## src/core/front_panel_defs.svh

```systemverilog
/*
 * Timing counts, register offsets and field positions of the front panel block.
 * Assumes a 25 MHz system clock; included by the package and by the block.
 */
`ifndef FRONT_PANEL_DEFS_SVH
`define FRONT_PANEL_DEFS_SVH

// ==========================================================================
// clock and times
`define FP_CLK_HZ 25000000
`define FP_DEBOUNCE_MS 10
`define FP_DEBOUNCE_CYC (`FP_CLK_HZ / 1000 * `FP_DEBOUNCE_MS)
`define FP_POWER_HOLD_S 2
`define FP_POWER_HOLD_CYC (`FP_CLK_HZ * `FP_POWER_HOLD_S)
`define FP_LONG_PRESS_S 3
`define FP_LONG_PRESS_CYC (`FP_CLK_HZ * `FP_LONG_PRESS_S)
`define FP_IDLE_MIN 10
`define FP_IDLE_CYC (64'd25000000 * 64'd60 * `FP_IDLE_MIN)
`define FP_BLINK_MS 250
`define FP_BLINK_CYC (`FP_CLK_HZ / 1000 * `FP_BLINK_MS)

// ==========================================================================
// counter widths
`define FP_DB_W 20
`define FP_PRESS_W 28
`define FP_IDLE_W 36
`define FP_BLINK_W 24
`define FP_STRETCH_MAX 2'h3
`define FP_SLOTS 5

// ==========================================================================
// register map
`define FP_ADR_CTRL 4'h0
`define FP_ADR_CMD 4'h4
`define FP_ADR_STAT 4'h8
`define FP_CTRL_TRIG_LSB 0
`define FP_CTRL_AUTO_BIT 2
`define FP_CTRL_ERR_LSB 4
`define FP_CMD_OFF_BIT 0
`define FP_CMD_NOWAKE_BIT 1
`define FP_TRIG_DEFAULT 2'h0
`define FP_TRIG_WAKE_ONLY 2'h1
`define FP_TRIG_EJECT 2'h2

`endif

```

## src/core/front_panel_pkg.sv

```systemverilog
/*
 * Types of the front panel block: power states and the packed state record.
 * Assumes front_panel_defs.svh on the include path.
 */
`include "front_panel_defs.svh"

package front_panel_pkg;

  // ========================================================================
  // types
  typedef enum logic [3:0] {
    PwrOn = 4'h1,
    PwrSleep = 4'h2,
    PwrOff = 4'h4,
    PwrOffNoWake = 4'h8
  } pwr_type;

  typedef struct packed {
    logic [4:0] sync1;
    logic [4:0] sync2;
    logic [3:0] db;
    logic [3:0] dbPrev;
    logic [3:0][`FP_DB_W-1:0] dbCnt;
    logic [2:0][`FP_PRESS_W-1:0] pressCnt;
    pwr_type pwr;
    logic pwrArmed;
    logic trigInRec;
    logic [`FP_IDLE_W-1:0] idleCnt;
    logic [`FP_BLINK_W-1:0] blinkCnt;
    logic blink;
    logic [3:0] pattern;
    logic [7:0][1:0] stretch;
    logic [1:0] trigMode;
    logic autoOffEn;
    logic [2:0] errCode;
    logic ack;
    logic [31:0] rdData;
    logic startRec;
    logic stopRec;
    logic mark;
    logic factoryReset;
    logic usbEject;
    logic toExternal;
    logic [`FP_SLOTS-1:0] slotLed;
    logic connectLed;
    logic loggingLed;
    logic intLed;
    logic extRedLed;
    logic extGreenLed;
    logic infoLed;
    logic serviceLed;
    logic usbLed;
    logic auxLed;
  } fp_state_type;

endpackage

```

## src/core/front_panel_control.sv

```systemverilog
/*
 * Front panel control: buttons, trigger and wake inputs, power state,
 * recording requests and status indicators, with a classic Wishbone slave.
 * Assumes pins arrive asynchronously and system status inputs on clk.
 */
// What this block does
// - power press while on enters sleep
// - power plus trigger switches fully off
// - no power-button shutdown while host connected
// - host shutdown: ordinary or without wake
// - trigger action state-dependent and host configurable
// - short trigger press while recording marks event
// - trigger held three seconds stops recording
// - default held three seconds restores defaults
// - slot indicator steady if active, flashes traffic
// - connect indicator lit while host connected
// - logging indicator lit, flashes while stopping
// - internal storage indicator flashes on access
// - external indicator red locked, green unlocked
// - service indicator steady, flashes error codes
// - aux indicator steady if active, flashes traffic
// - usb indicator flashes on drive access
// - info indicator flashes during diagnostic file
// - disk recordings go to detected external unit
// - trigger input acts as trigger button
// - wake input rising edge leaves sleep
// - power held two seconds sleeps, stops recording
// - auto sleep after ten idle minutes
`timescale 1ns/1ps
`include "front_panel_defs.svh"

module front_panel_control import front_panel_pkg::*; #(
  parameter logic [`FP_DB_W-1:0] DebounceCyc = `FP_DB_W'(`FP_DEBOUNCE_CYC),
  parameter logic [`FP_PRESS_W-1:0] PowerHoldCyc = `FP_PRESS_W'(`FP_POWER_HOLD_CYC),
  parameter logic [`FP_PRESS_W-1:0] LongPressCyc = `FP_PRESS_W'(`FP_LONG_PRESS_CYC),
  parameter logic [`FP_IDLE_W-1:0] IdleCyc = `FP_IDLE_W'(`FP_IDLE_CYC),
  parameter logic [`FP_BLINK_W-1:0] BlinkCyc = `FP_BLINK_W'(`FP_BLINK_CYC)
) (
  input wire logic clk,
  input wire logic resetn,
  input wire logic cyc_i,
  input wire logic stb_i,
  input wire logic we_i,
  input wire logic [3:0] adr_i,
  input wire logic [3:0] sel_i,
  input wire logic [31:0] dat_i,
  output logic [31:0] dat_o,
  output logic ack_o,
  input wire logic powerButton,
  input wire logic trigButton,
  input wire logic trigIn,
  input wire logic defaultButton,
  input wire logic wakeIn,
  input wire logic hostLink,
  input wire logic loggingRun,
  input wire logic loggingStopping,
  input wire logic [`FP_SLOTS-1:0] slotActive,
  input wire logic [`FP_SLOTS-1:0] slotRx,
  input wire logic auxActive,
  input wire logic auxRx,
  input wire logic intAccess,
  input wire logic usbAccess,
  input wire logic supportGen,
  input wire logic serviceMode,
  input wire logic esuLinked,
  input wire logic esuUnlocked,
  output logic sleepMode,
  output logic powerOff,
  output logic wakeLocked,
  output logic startRecord,
  output logic stopRecord,
  output logic eventMark,
  output logic factoryDefault,
  output logic usbEject,
  output logic recordToExternal,
  output logic [`FP_SLOTS-1:0] slotLed,
  output logic connectLed,
  output logic loggingLed,
  output logic internalStorageLed,
  output logic externalStorageRed,
  output logic externalStorageGreen,
  output logic infoLed,
  output logic serviceLed,
  output logic usbLed,
  output logic auxLed
);

  // ========================================================================
  // parameter checks
  if (DebounceCyc == '0 || PowerHoldCyc < 2 || LongPressCyc < 2) begin : g_badShort
    $error("front_panel_control: counts too small");
  end
  if (BlinkCyc < 2 || IdleCyc < 2) begin : g_badLong
    $error("front_panel_control: timebase counts too small");
  end

  // ========================================================================
  // helpers
  function automatic logic flashOf(input logic steady, input logic [1:0] st,
                                   input logic bl);
    // steady when quiet, blinking while stretched activity lasts
    flashOf = steady & ((st == 2'h0) | bl);
  endfunction

  function automatic logic [`FP_PRESS_W-1:0] holdLimit(input int idx);
    holdLimit = (idx == 0) ? PowerHoldCyc : LongPressCyc;
  endfunction

  // ========================================================================
  // state
  fp_state_type s_q, s_d;

  always_comb begin
    logic [3:0] raw, rise, fall;
    logic [2:0] hit, shortRel;
    logic req, wrCtrl, wrCmd, tick, idleHit, goSleep;
    logic [7:0] act;
    {raw, rise, fall, hit, shortRel, req, wrCtrl, wrCmd, tick, idleHit, goSleep, act} = '0;
    s_d = s_q;

    // ======================================================================
    // synchronise and debounce; trigger input merged with its button
    s_d.sync1 = {wakeIn, defaultButton, trigIn, trigButton, powerButton};
    s_d.sync2 = s_q.sync1;
    raw = {s_q.sync2[4], s_q.sync2[3], s_q.sync2[2] | s_q.sync2[1], s_q.sync2[0]};
    for (int i = 0; i < 4; i++) begin
      if (raw[i] == s_q.db[i]) begin
        s_d.dbCnt[i] = '0;
      end else if (s_q.dbCnt[i] >= DebounceCyc - 1'b1) begin
        s_d.db[i] = raw[i];
        s_d.dbCnt[i] = '0;
      end else begin
        s_d.dbCnt[i] = s_q.dbCnt[i] + 1'b1;
      end
    end
    s_d.dbPrev = s_q.db;
    rise = s_q.db & ~s_q.dbPrev;
    fall = ~s_q.db & s_q.dbPrev;

    // press timers saturate, so the threshold fires once per press
    for (int i = 0; i < 3; i++) begin
      hit[i] = s_q.db[i] && (s_q.pressCnt[i] == holdLimit(i) - 1'b1);
      shortRel[i] = fall[i] && (s_q.pressCnt[i] < holdLimit(i));
      if (!s_q.db[i]) begin
        s_d.pressCnt[i] = '0;
      end else if (s_q.pressCnt[i] != holdLimit(i)) begin
        s_d.pressCnt[i] = s_q.pressCnt[i] + 1'b1;
      end
    end

    // ======================================================================
    // Wishbone slave, one wait state
    req = cyc_i & stb_i;
    s_d.ack = req & ~s_q.ack;
    wrCtrl = req & we_i & s_q.ack & sel_i[0] & (adr_i == `FP_ADR_CTRL);
    wrCmd = req & we_i & s_q.ack & sel_i[0] & (adr_i == `FP_ADR_CMD);
    if (req && !s_q.ack) begin
      unique case (adr_i)
        `FP_ADR_CTRL: s_d.rdData = {25'h0, s_q.errCode, 1'b0, s_q.autoOffEn, s_q.trigMode};
        `FP_ADR_STAT: s_d.rdData = {25'h0, s_q.toExternal, loggingRun, hostLink, s_q.pwr};
        default: s_d.rdData = 32'h0;
      endcase
    end
    if (wrCtrl) begin
      s_d.trigMode = dat_i[`FP_CTRL_TRIG_LSB +: 2];
      s_d.autoOffEn = dat_i[`FP_CTRL_AUTO_BIT];
      s_d.errCode = dat_i[`FP_CTRL_ERR_LSB +: 3];
    end

    // ======================================================================
    // idle and blink timebases
    if ((|slotRx) || auxRx || hostLink || s_q.pwr != PwrOn) begin
      s_d.idleCnt = '0;
    end else if (s_q.idleCnt != IdleCyc) begin
      s_d.idleCnt = s_q.idleCnt + 1'b1;
    end
    // a host session arriving on the last idle cycle still keeps the unit awake
    idleHit = s_q.autoOffEn && !hostLink && s_q.idleCnt == IdleCyc - 1'b1;
    tick = s_q.blinkCnt == BlinkCyc - 1'b1;
    s_d.blinkCnt = tick ? '0 : s_q.blinkCnt + 1'b1;
    if (tick) begin
      s_d.blink = ~s_q.blink;
      s_d.pattern = s_q.pattern + 1'b1;
    end

    // ======================================================================
    // power state
    s_d.startRec = 1'b0;
    s_d.stopRec = 1'b0;
    s_d.mark = 1'b0;
    s_d.usbEject = 1'b0;
    s_d.factoryReset = hit[2];
    unique case (s_q.pwr)
      PwrOn: begin
        if (wrCmd && dat_i[`FP_CMD_NOWAKE_BIT]) begin
          s_d.pwr = PwrOffNoWake;
        end else if (wrCmd && dat_i[`FP_CMD_OFF_BIT]) begin
          s_d.pwr = PwrOff;
        end else if (rise[0] && !hostLink) begin
          if (s_q.db[1]) begin
            s_d.pwr = PwrOff;
          end else begin
            s_d.pwrArmed = 1'b1;
          end
        end else if (s_q.pwrArmed && !hostLink && (shortRel[0] || hit[0])) begin
          goSleep = 1'b1;
        end else if (idleHit) begin
          goSleep = 1'b1;
        end
        if (goSleep) begin
          s_d.pwr = PwrSleep;
          s_d.stopRec = loggingRun;
        end
        // trigger button by state and configured action
        if (!goSleep && s_d.pwr == PwrOn) begin
          unique case (s_q.trigMode)
            `FP_TRIG_DEFAULT: begin
              if (rise[1]) begin
                s_d.trigInRec = loggingRun;
                s_d.startRec = !loggingRun;
              end
              if (s_q.trigInRec && loggingRun && shortRel[1]) begin
                s_d.mark = 1'b1;
              end
              if (s_q.trigInRec && loggingRun && hit[1]) begin
                s_d.stopRec = 1'b1;
              end
            end
            `FP_TRIG_EJECT: s_d.usbEject = rise[1];
            default: s_d.usbEject = 1'b0;
          endcase
        end
      end
      PwrSleep: begin
        if (rise[0] || rise[3] || (rise[1] && s_q.trigMode != `FP_TRIG_EJECT)) begin
          s_d.pwr = PwrOn;
        end
      end
      PwrOff: begin
        if (rise[3]) begin
          s_d.pwr = PwrOn;
        end
      end
      PwrOffNoWake: s_d.pwr = PwrOffNoWake;
      default: s_d.pwr = PwrOn;
    endcase
    if (s_d.pwr != PwrOn || !s_q.db[0]) begin
      s_d.pwrArmed = s_d.pwr == PwrOn && rise[0] && s_d.pwrArmed;
    end
    if (!s_q.db[1]) begin
      s_d.trigInRec = rise[1] ? s_d.trigInRec : 1'b0;
    end

    // ======================================================================
    // indicators; activity stretched over two blink ticks at least
    act = {usbAccess, intAccess, auxRx, slotRx};
    for (int i = 0; i < 8; i++) begin
      if (act[i]) begin
        s_d.stretch[i] = `FP_STRETCH_MAX;
      end else if (tick && s_q.stretch[i] != 2'h0) begin
        s_d.stretch[i] = s_q.stretch[i] - 2'h1;
      end
    end
    for (int i = 0; i < `FP_SLOTS; i++) begin
      s_d.slotLed[i] = flashOf(slotActive[i], s_q.stretch[i], s_q.blink);
    end
    s_d.auxLed = flashOf(auxActive, s_q.stretch[5], s_q.blink);
    s_d.intLed = (s_q.stretch[6] != 2'h0) & s_q.blink;
    s_d.usbLed = (s_q.stretch[7] != 2'h0) & s_q.blink;
    s_d.connectLed = hostLink;
    s_d.loggingLed = loggingStopping ? s_q.blink : loggingRun;
    s_d.extRedLed = esuLinked & ~esuUnlocked;
    s_d.extGreenLed = esuLinked & esuUnlocked;
    s_d.infoLed = supportGen & s_q.blink;
    // error code n shows as n flashes, then a pause
    s_d.serviceLed = serviceMode | ((s_q.pattern[3:1] < s_q.errCode) & s_q.blink);
    // unit must be released by the operator before unplugging
    s_d.toExternal = esuLinked;
  end

  always_ff @(posedge clk or negedge resetn) begin
    if (!resetn) begin
      s_q <= '0;
      s_q.pwr <= PwrOn;
    end else begin
      s_q <= s_d;
    end
  end

  // ========================================================================
  // outputs
  assign dat_o = s_q.rdData;
  assign ack_o = s_q.ack;
  assign sleepMode = s_q.pwr == PwrSleep;
  assign powerOff = s_q.pwr == PwrOff || s_q.pwr == PwrOffNoWake;
  assign wakeLocked = s_q.pwr == PwrOffNoWake;
  assign startRecord = s_q.startRec;
  assign stopRecord = s_q.stopRec;
  assign eventMark = s_q.mark;
  assign factoryDefault = s_q.factoryReset;
  assign usbEject = s_q.usbEject;
  assign recordToExternal = s_q.toExternal;
  assign slotLed = s_q.slotLed;
  assign connectLed = s_q.connectLed;
  assign loggingLed = s_q.loggingLed;
  assign internalStorageLed = s_q.intLed;
  assign externalStorageRed = s_q.extRedLed;
  assign externalStorageGreen = s_q.extGreenLed;
  assign infoLed = s_q.infoLed;
  assign serviceLed = s_q.serviceLed;
  assign usbLed = s_q.usbLed;
  assign auxLed = s_q.auxLed;
endmodule

```

## config.mk

```make
export PLATFORM = sky130hd
export DESIGN_NAME = front_panel_control
export DESIGN_NICKNAME = d
export VERILOG_FILES = /design/src/core/front_panel_pkg.sv /design/src/core/front_panel_control.sv
export VERILOG_INCLUDE_DIRS = /design/src /design/src/core
export SDC_FILE = /design/constraint.sdc
export NUM_CORES = 1
export LEC_CHECK = 0
export BUFFER_PORTS_ARGS = -buffer_cell sky130_fd_sc_hd__clkbuf_2
export CORE_UTILIZATION = 60
export DETAILED_ROUTE_END_ITERATION = 6
export PLACE_DENSITY = 0.8
export SYNTH_ARGS = -nofsm -noshare
export SYNTH_HDL_FRONTEND = slang
export SYNTH_SLANG_ARGS = --single-unit
```

## constraint.sdc

```tcl
create_clock -name clk -period 2.8 [get_ports clk]
set_clock_uncertainty 0.15 [all_clocks]
set_input_delay 0.42 -clock clk [delete_from_list [all_inputs] [get_ports clk]]
set_output_delay 0.42 -clock clk [all_outputs]
set_load 0.02 [all_outputs]
```

After elaboration in Yosys (flattened, before gate mapping):

Cells that the tools add are included.

* register bits: 328
* logic and storage cells: 282
* memory bits (read-only): 0
* memory bits (writable): 0
* memories: 0
* input bits: 71
* latch bits: 0

* multiply operators: 0
* multiplexer cells: 70
* magnitude comparators: 7
* bitwise operators: 38
* $add $sub $neg: 18
* divide/modulo/power cells: 0
* shift-type cells: 0
* reductions and logical operators: 71
* eq/ne operators: 28

Operator list (count)
* 28-bit two-way mux: 6
* 20-bit two-way mux: 8
* 28-bit by 1-bit adder with 28-bit output (second input constant): 3
* 20-bit by 1-bit adder with 20-bit output (second input constant): 4
* 20-bit by 18-bit >= comparator with 1-bit output (second input constant): 4
* 36-bit two-way mux: 2
* 28-bit by 27-bit == test with 1-bit output (second input constant): 2
* 28-bit by 27-bit != test with 1-bit output (second input constant): 2
* 36-bit by 1-bit adder with 36-bit output (second input constant): 1
* 36-bit by 34-bit == test with 1-bit output (second input constant): 1
* 36-bit by 34-bit != test with 1-bit output (second input constant): 1
* 2-bit two-way mux: 17
* 2-bit nonzero test: 17
* 28-bit by 26-bit == test with 1-bit output (second input constant): 1
* 1-bit logical AND: 28
* 28-bit by 26-bit less-than comparator with 1-bit output (second input constant): 1
* 28-bit by 27-bit less-than comparator with 1-bit output (second input constant): 1
* 4-bit two-way mux: 7
* 28-bit by 26-bit != test with 1-bit output (second input constant): 1
* 24-bit by 1-bit adder with 24-bit output (second input constant): 1
* 24-bit by 23-bit == test with 1-bit output (second input constant): 1
* 24-bit two-way mux: 1
* 1-bit two-way mux: 23
* 1-bit bitwise AND: 19
* other kinds (28): 80

Depth between registers and ports, before layout:

* depth after elaboration: 18
* depth in mapped cells: 9
* gate-level depth less buffers: 7

Least setup slack after synthesis:

Ideal clock, no wire load.

* path kind: reg2reg
* start point: register s_q[270] (netlist name)
* end point: register s_q[287] (netlist name)
* arrival time: 2.042 ns
* stages on the path, launching flop included: 9
* library setup time: 0.071 ns
* path buffers: 1
* path slack: 0.537 ns
* period minus slack after synthesis: 2.263 ns
* required time: 2.579 ns
* cell sequence: dfrtp_1 -> ha_1 -> and3_1 -> o41ai_1 -> a21boi_0 -> o41ai_1 -> nand2_1 -> buf_2 -> nor2_1

RTL lines
* start, declared: RTL line front_panel_control.sv:111 `fp_state_type s_q, s_d;`

==> results.cfg <==
[run_status]
status = completed

[synth]
yosysWarnings = 0
syn_avg_cell_area_sq_um = 10.1
yosys.cell_types.count = 66
yosysSeqAreaShare_pct = 51.5
synth_top_family_by_area = simple AND/OR/NAND/NOR gates
synth_xor_area_share_pct = 11.5
yosysMostFrequentCell = dfrtp_1
synth_compound_area_share_pct = 4.80
ys_top_cells_by_area = dfrtp_1 51%, xnor2_1 5.8%, xor2_1 5.7%
syn_inst = 1446
synthMuxAreaShare_pct = 1.11
yosysTopAreaCellShare_pct = 51.3
synth_edf_count = 0
ys_async_sr_fraction_pct = 100
ys.flop_type = dfrtp_1
synth_largest_area_cell = dfrtp_1
syn_area_sq_mm = 0.0147
synth-simple-area-share_pct = 24.9
yosys-top-cells-count = 301 x dfrtp_1, 190 x nor2_1, 97 x xnor2_1
synth_fa_ha_area_share_pct = 2.05
ys_ff_latch = 302

[detailed_routing]
finalWirelength_um = 29100
via_count = 10600
drt_iter0_drc = 532
final_antenna_net_count = 0
post_drt_wl_per_cell_um = 15.3
drt_pass1_iterations = 5
viasPerCell = 5.56
drc = 0

[critical_path]
ff2ff_path_depth = 7
cp-start-kind = flop
path_max_fanout = 6
path_class = flop to flop
reg2reg_from = s_q[105]$_DFFE_PN0P_
required_ns = 3.08
cp.arrival_ns = 2.71
end_kind = flop
startpoint = s_q[105]$_DFFE_PN0P_
r2r_end = eventMark$_DFF_PN0_
crit_end = eventMark$_DFF_PN0_
reg2reg_slack_ns = 0.37

[power]
p_leak_uw = 0.00765
max-vdd-ir-drop_mv = 0.608
powerDensity_mw_per_mm2 = 568

[place]
gp_congestion = 0.842
place_inst = 1823
placed_area_sq_mm = 0.0154
hpwl_um = 19600
io_buffer_count = 72

[finish]
num_antenna_cells = 0
final_core_util_pct = 70.7
stdcell_count = 1909
nFillCells = 1705
areaGrowthSynthToFinish_pct = 14.5
finish.net_count = 1663
drive_above_1_share_pct = 11.5
final_area_sq_mm = 0.0168

[clock_network]
clk_pin_slew_ns = 0.06
clock_latency_ns = 0.57
cts_htree_levels = 1
cts_buffers = 31
clkSinkCount = 302
cts_tree = built
cts_resized = 0
root_buffer = clkbuf_16
clockBufferDepth = 3

[sta]
maxSlewViolCount = 0
fin_crit_ns = 2.43
rsz0062_at_grt = no
finalSetupViolCount = 0
relSlewSlack_pct = 55.3
finalCritPeriodShare_pct = 86.8
max_freq_ghz = 0.412
hold_viol_final = 0
whs_ns = 0.0620
tightestPinTransition_ns = 0.671
fin_tns_setup_ns = 0

[floorplan]
initial_utilization_pct = 61.8
die_h_um = 158
io_pins = 127
die_w_um = 158
core_area_sq_mm = 0.0238
placementRows = 56
dieArea_sq_mm = 0.0251

[global_route]
grt_start_max_net_pins = 86
antenna_found_initial = 1
grt_pass1_vias = 10900
grt_use_total_pct = 24.9
overflow = 0
grt_pass1_wl_um = 50500

[min_path]
hold-path-cell-count = 2
hold_path_class = primary input to flop

[flow_run]
drv_cap = 0
## logic make-up (layout without fill, tap and decap cells)
group / after synthesis / in the layout
buffers and inverters: 122 / 234
XOR/XNOR: 192 / 192
adder cells (fa/ha/maj): 24 / 24
AO/OA/AOI/OAI: 106 / 106
AND/OR/NAND/NOR: 684 / 684
other: 1 / 33
flip-flops: 302 / 302
multiplexers: 15 / 15
## critical path, cell delays in order, from the launching register on
cell      delay (ns)
dfrtp_1         0.42
ha_1            0.22
nand4_1         0.20
nor3_1          0.11
and4_1          0.26
a211oi_2        0.46
nand2_1         0.14
a221oi_1        0.35
## power by group
group | switching [uW] | internal (uW)
clock network | 1670 | 2690
logic | 382 | 212
registers | 116 | 4460
total | 2170 | 7370
## registers in the layout, indices dropped and copies added, names as in the netlist, 5 cells and up
name	flops
slotLed	5
s_d	9
dat_o	7
s_q	265
## per-stage QoR
step / worst slack, ns / total power (uW)
final: 0.370 / 9540
after global routing: 0.103 / 9880
after CTS: 0.331 / 9640
after floorplan: 0.537 / 4980
after detailed placement: 0.358 / 5210
after global placement: 0.363 / 5190
## metal layers
| metal | vias to the layer above | track usage [%] | share of wire, % |
|---|---|---|---|
| li1 | 5144 | - | - |
| met3 | 52 | 4.27 | 3.5 |
| met1 | 5242 | 31.7 | 45 |
| met2 | 165 | 43.2 | 49 |
| met4 | 2 | 7.78 | 2.7 |
| met5 | - | 0 | 0.038 |
## cell usage in the layout (no fill, tap or decap), types with 8 or more instances in the layout
master         instances
a21boi_0               8
a21oi_1               12
and2_1                54
and3_1                42
and4_1                27
buf_4                 23
clkbuf_16             31
clkbuf_2              71
clkbuf_8              12
conb_1                33
dfrtp_1              301
dlygate4sd3_1         31
ha_1                  24
inv_1                 50
mux2_2                10
nand2_1               92
nand2b_1               8
nand3_1               94
nand4_1               49
nor2_1               190
nor2b_1               17
nor3_1                28
nor4_1                16
o21a_1                 8
o21ai_0               40
o311ai_0               8
or3_1                 20
xnor2_1               97
xor2_1                95
## final cells by class
type | instances | area [sq um] | share of cell area [%]
clock buffers | 44 | 945 | 5.62
clock inverters | 11 | 163 | 0.968
inverters | 50 | 188 | 1.12
multi-input cells | 1054 | 6630 | 39.5
flip-flops and latches | 302 | 7560 | 45.0
well taps | 319 | 399 | 2.38
repair buffers | 129 | 913 | 5.44
## repair_timing
| item | in CTS | in global routing |
|---|---|---|
| endpoints found under the setup margin | 0 | 0 |
| hold endpoints to repair | 116 | 0 |
| hold buffers | 31 | 0 |
| setup buffers | 0 | 0 |
## worst min-delay path by stage
stage	startpoint	to
final	loggingRun	startRecord$_DFF_PN0_
after global routing	loggingRun	startRecord$_DFF_PN0_
after CTS	hostLink	connectLed$_DFF_PN0_
after detailed placement	s_d[318]$_DFF_PN0_	s_q[318]$_DFF_PN0_
after global placement	s_d[322]$_DFF_PN0_	s_q[322]$_DFF_PN0_
after floorplan	resetn	ack_o$_DFF_PN0_
Note: power is estimated with default switching activity, not from simulation.
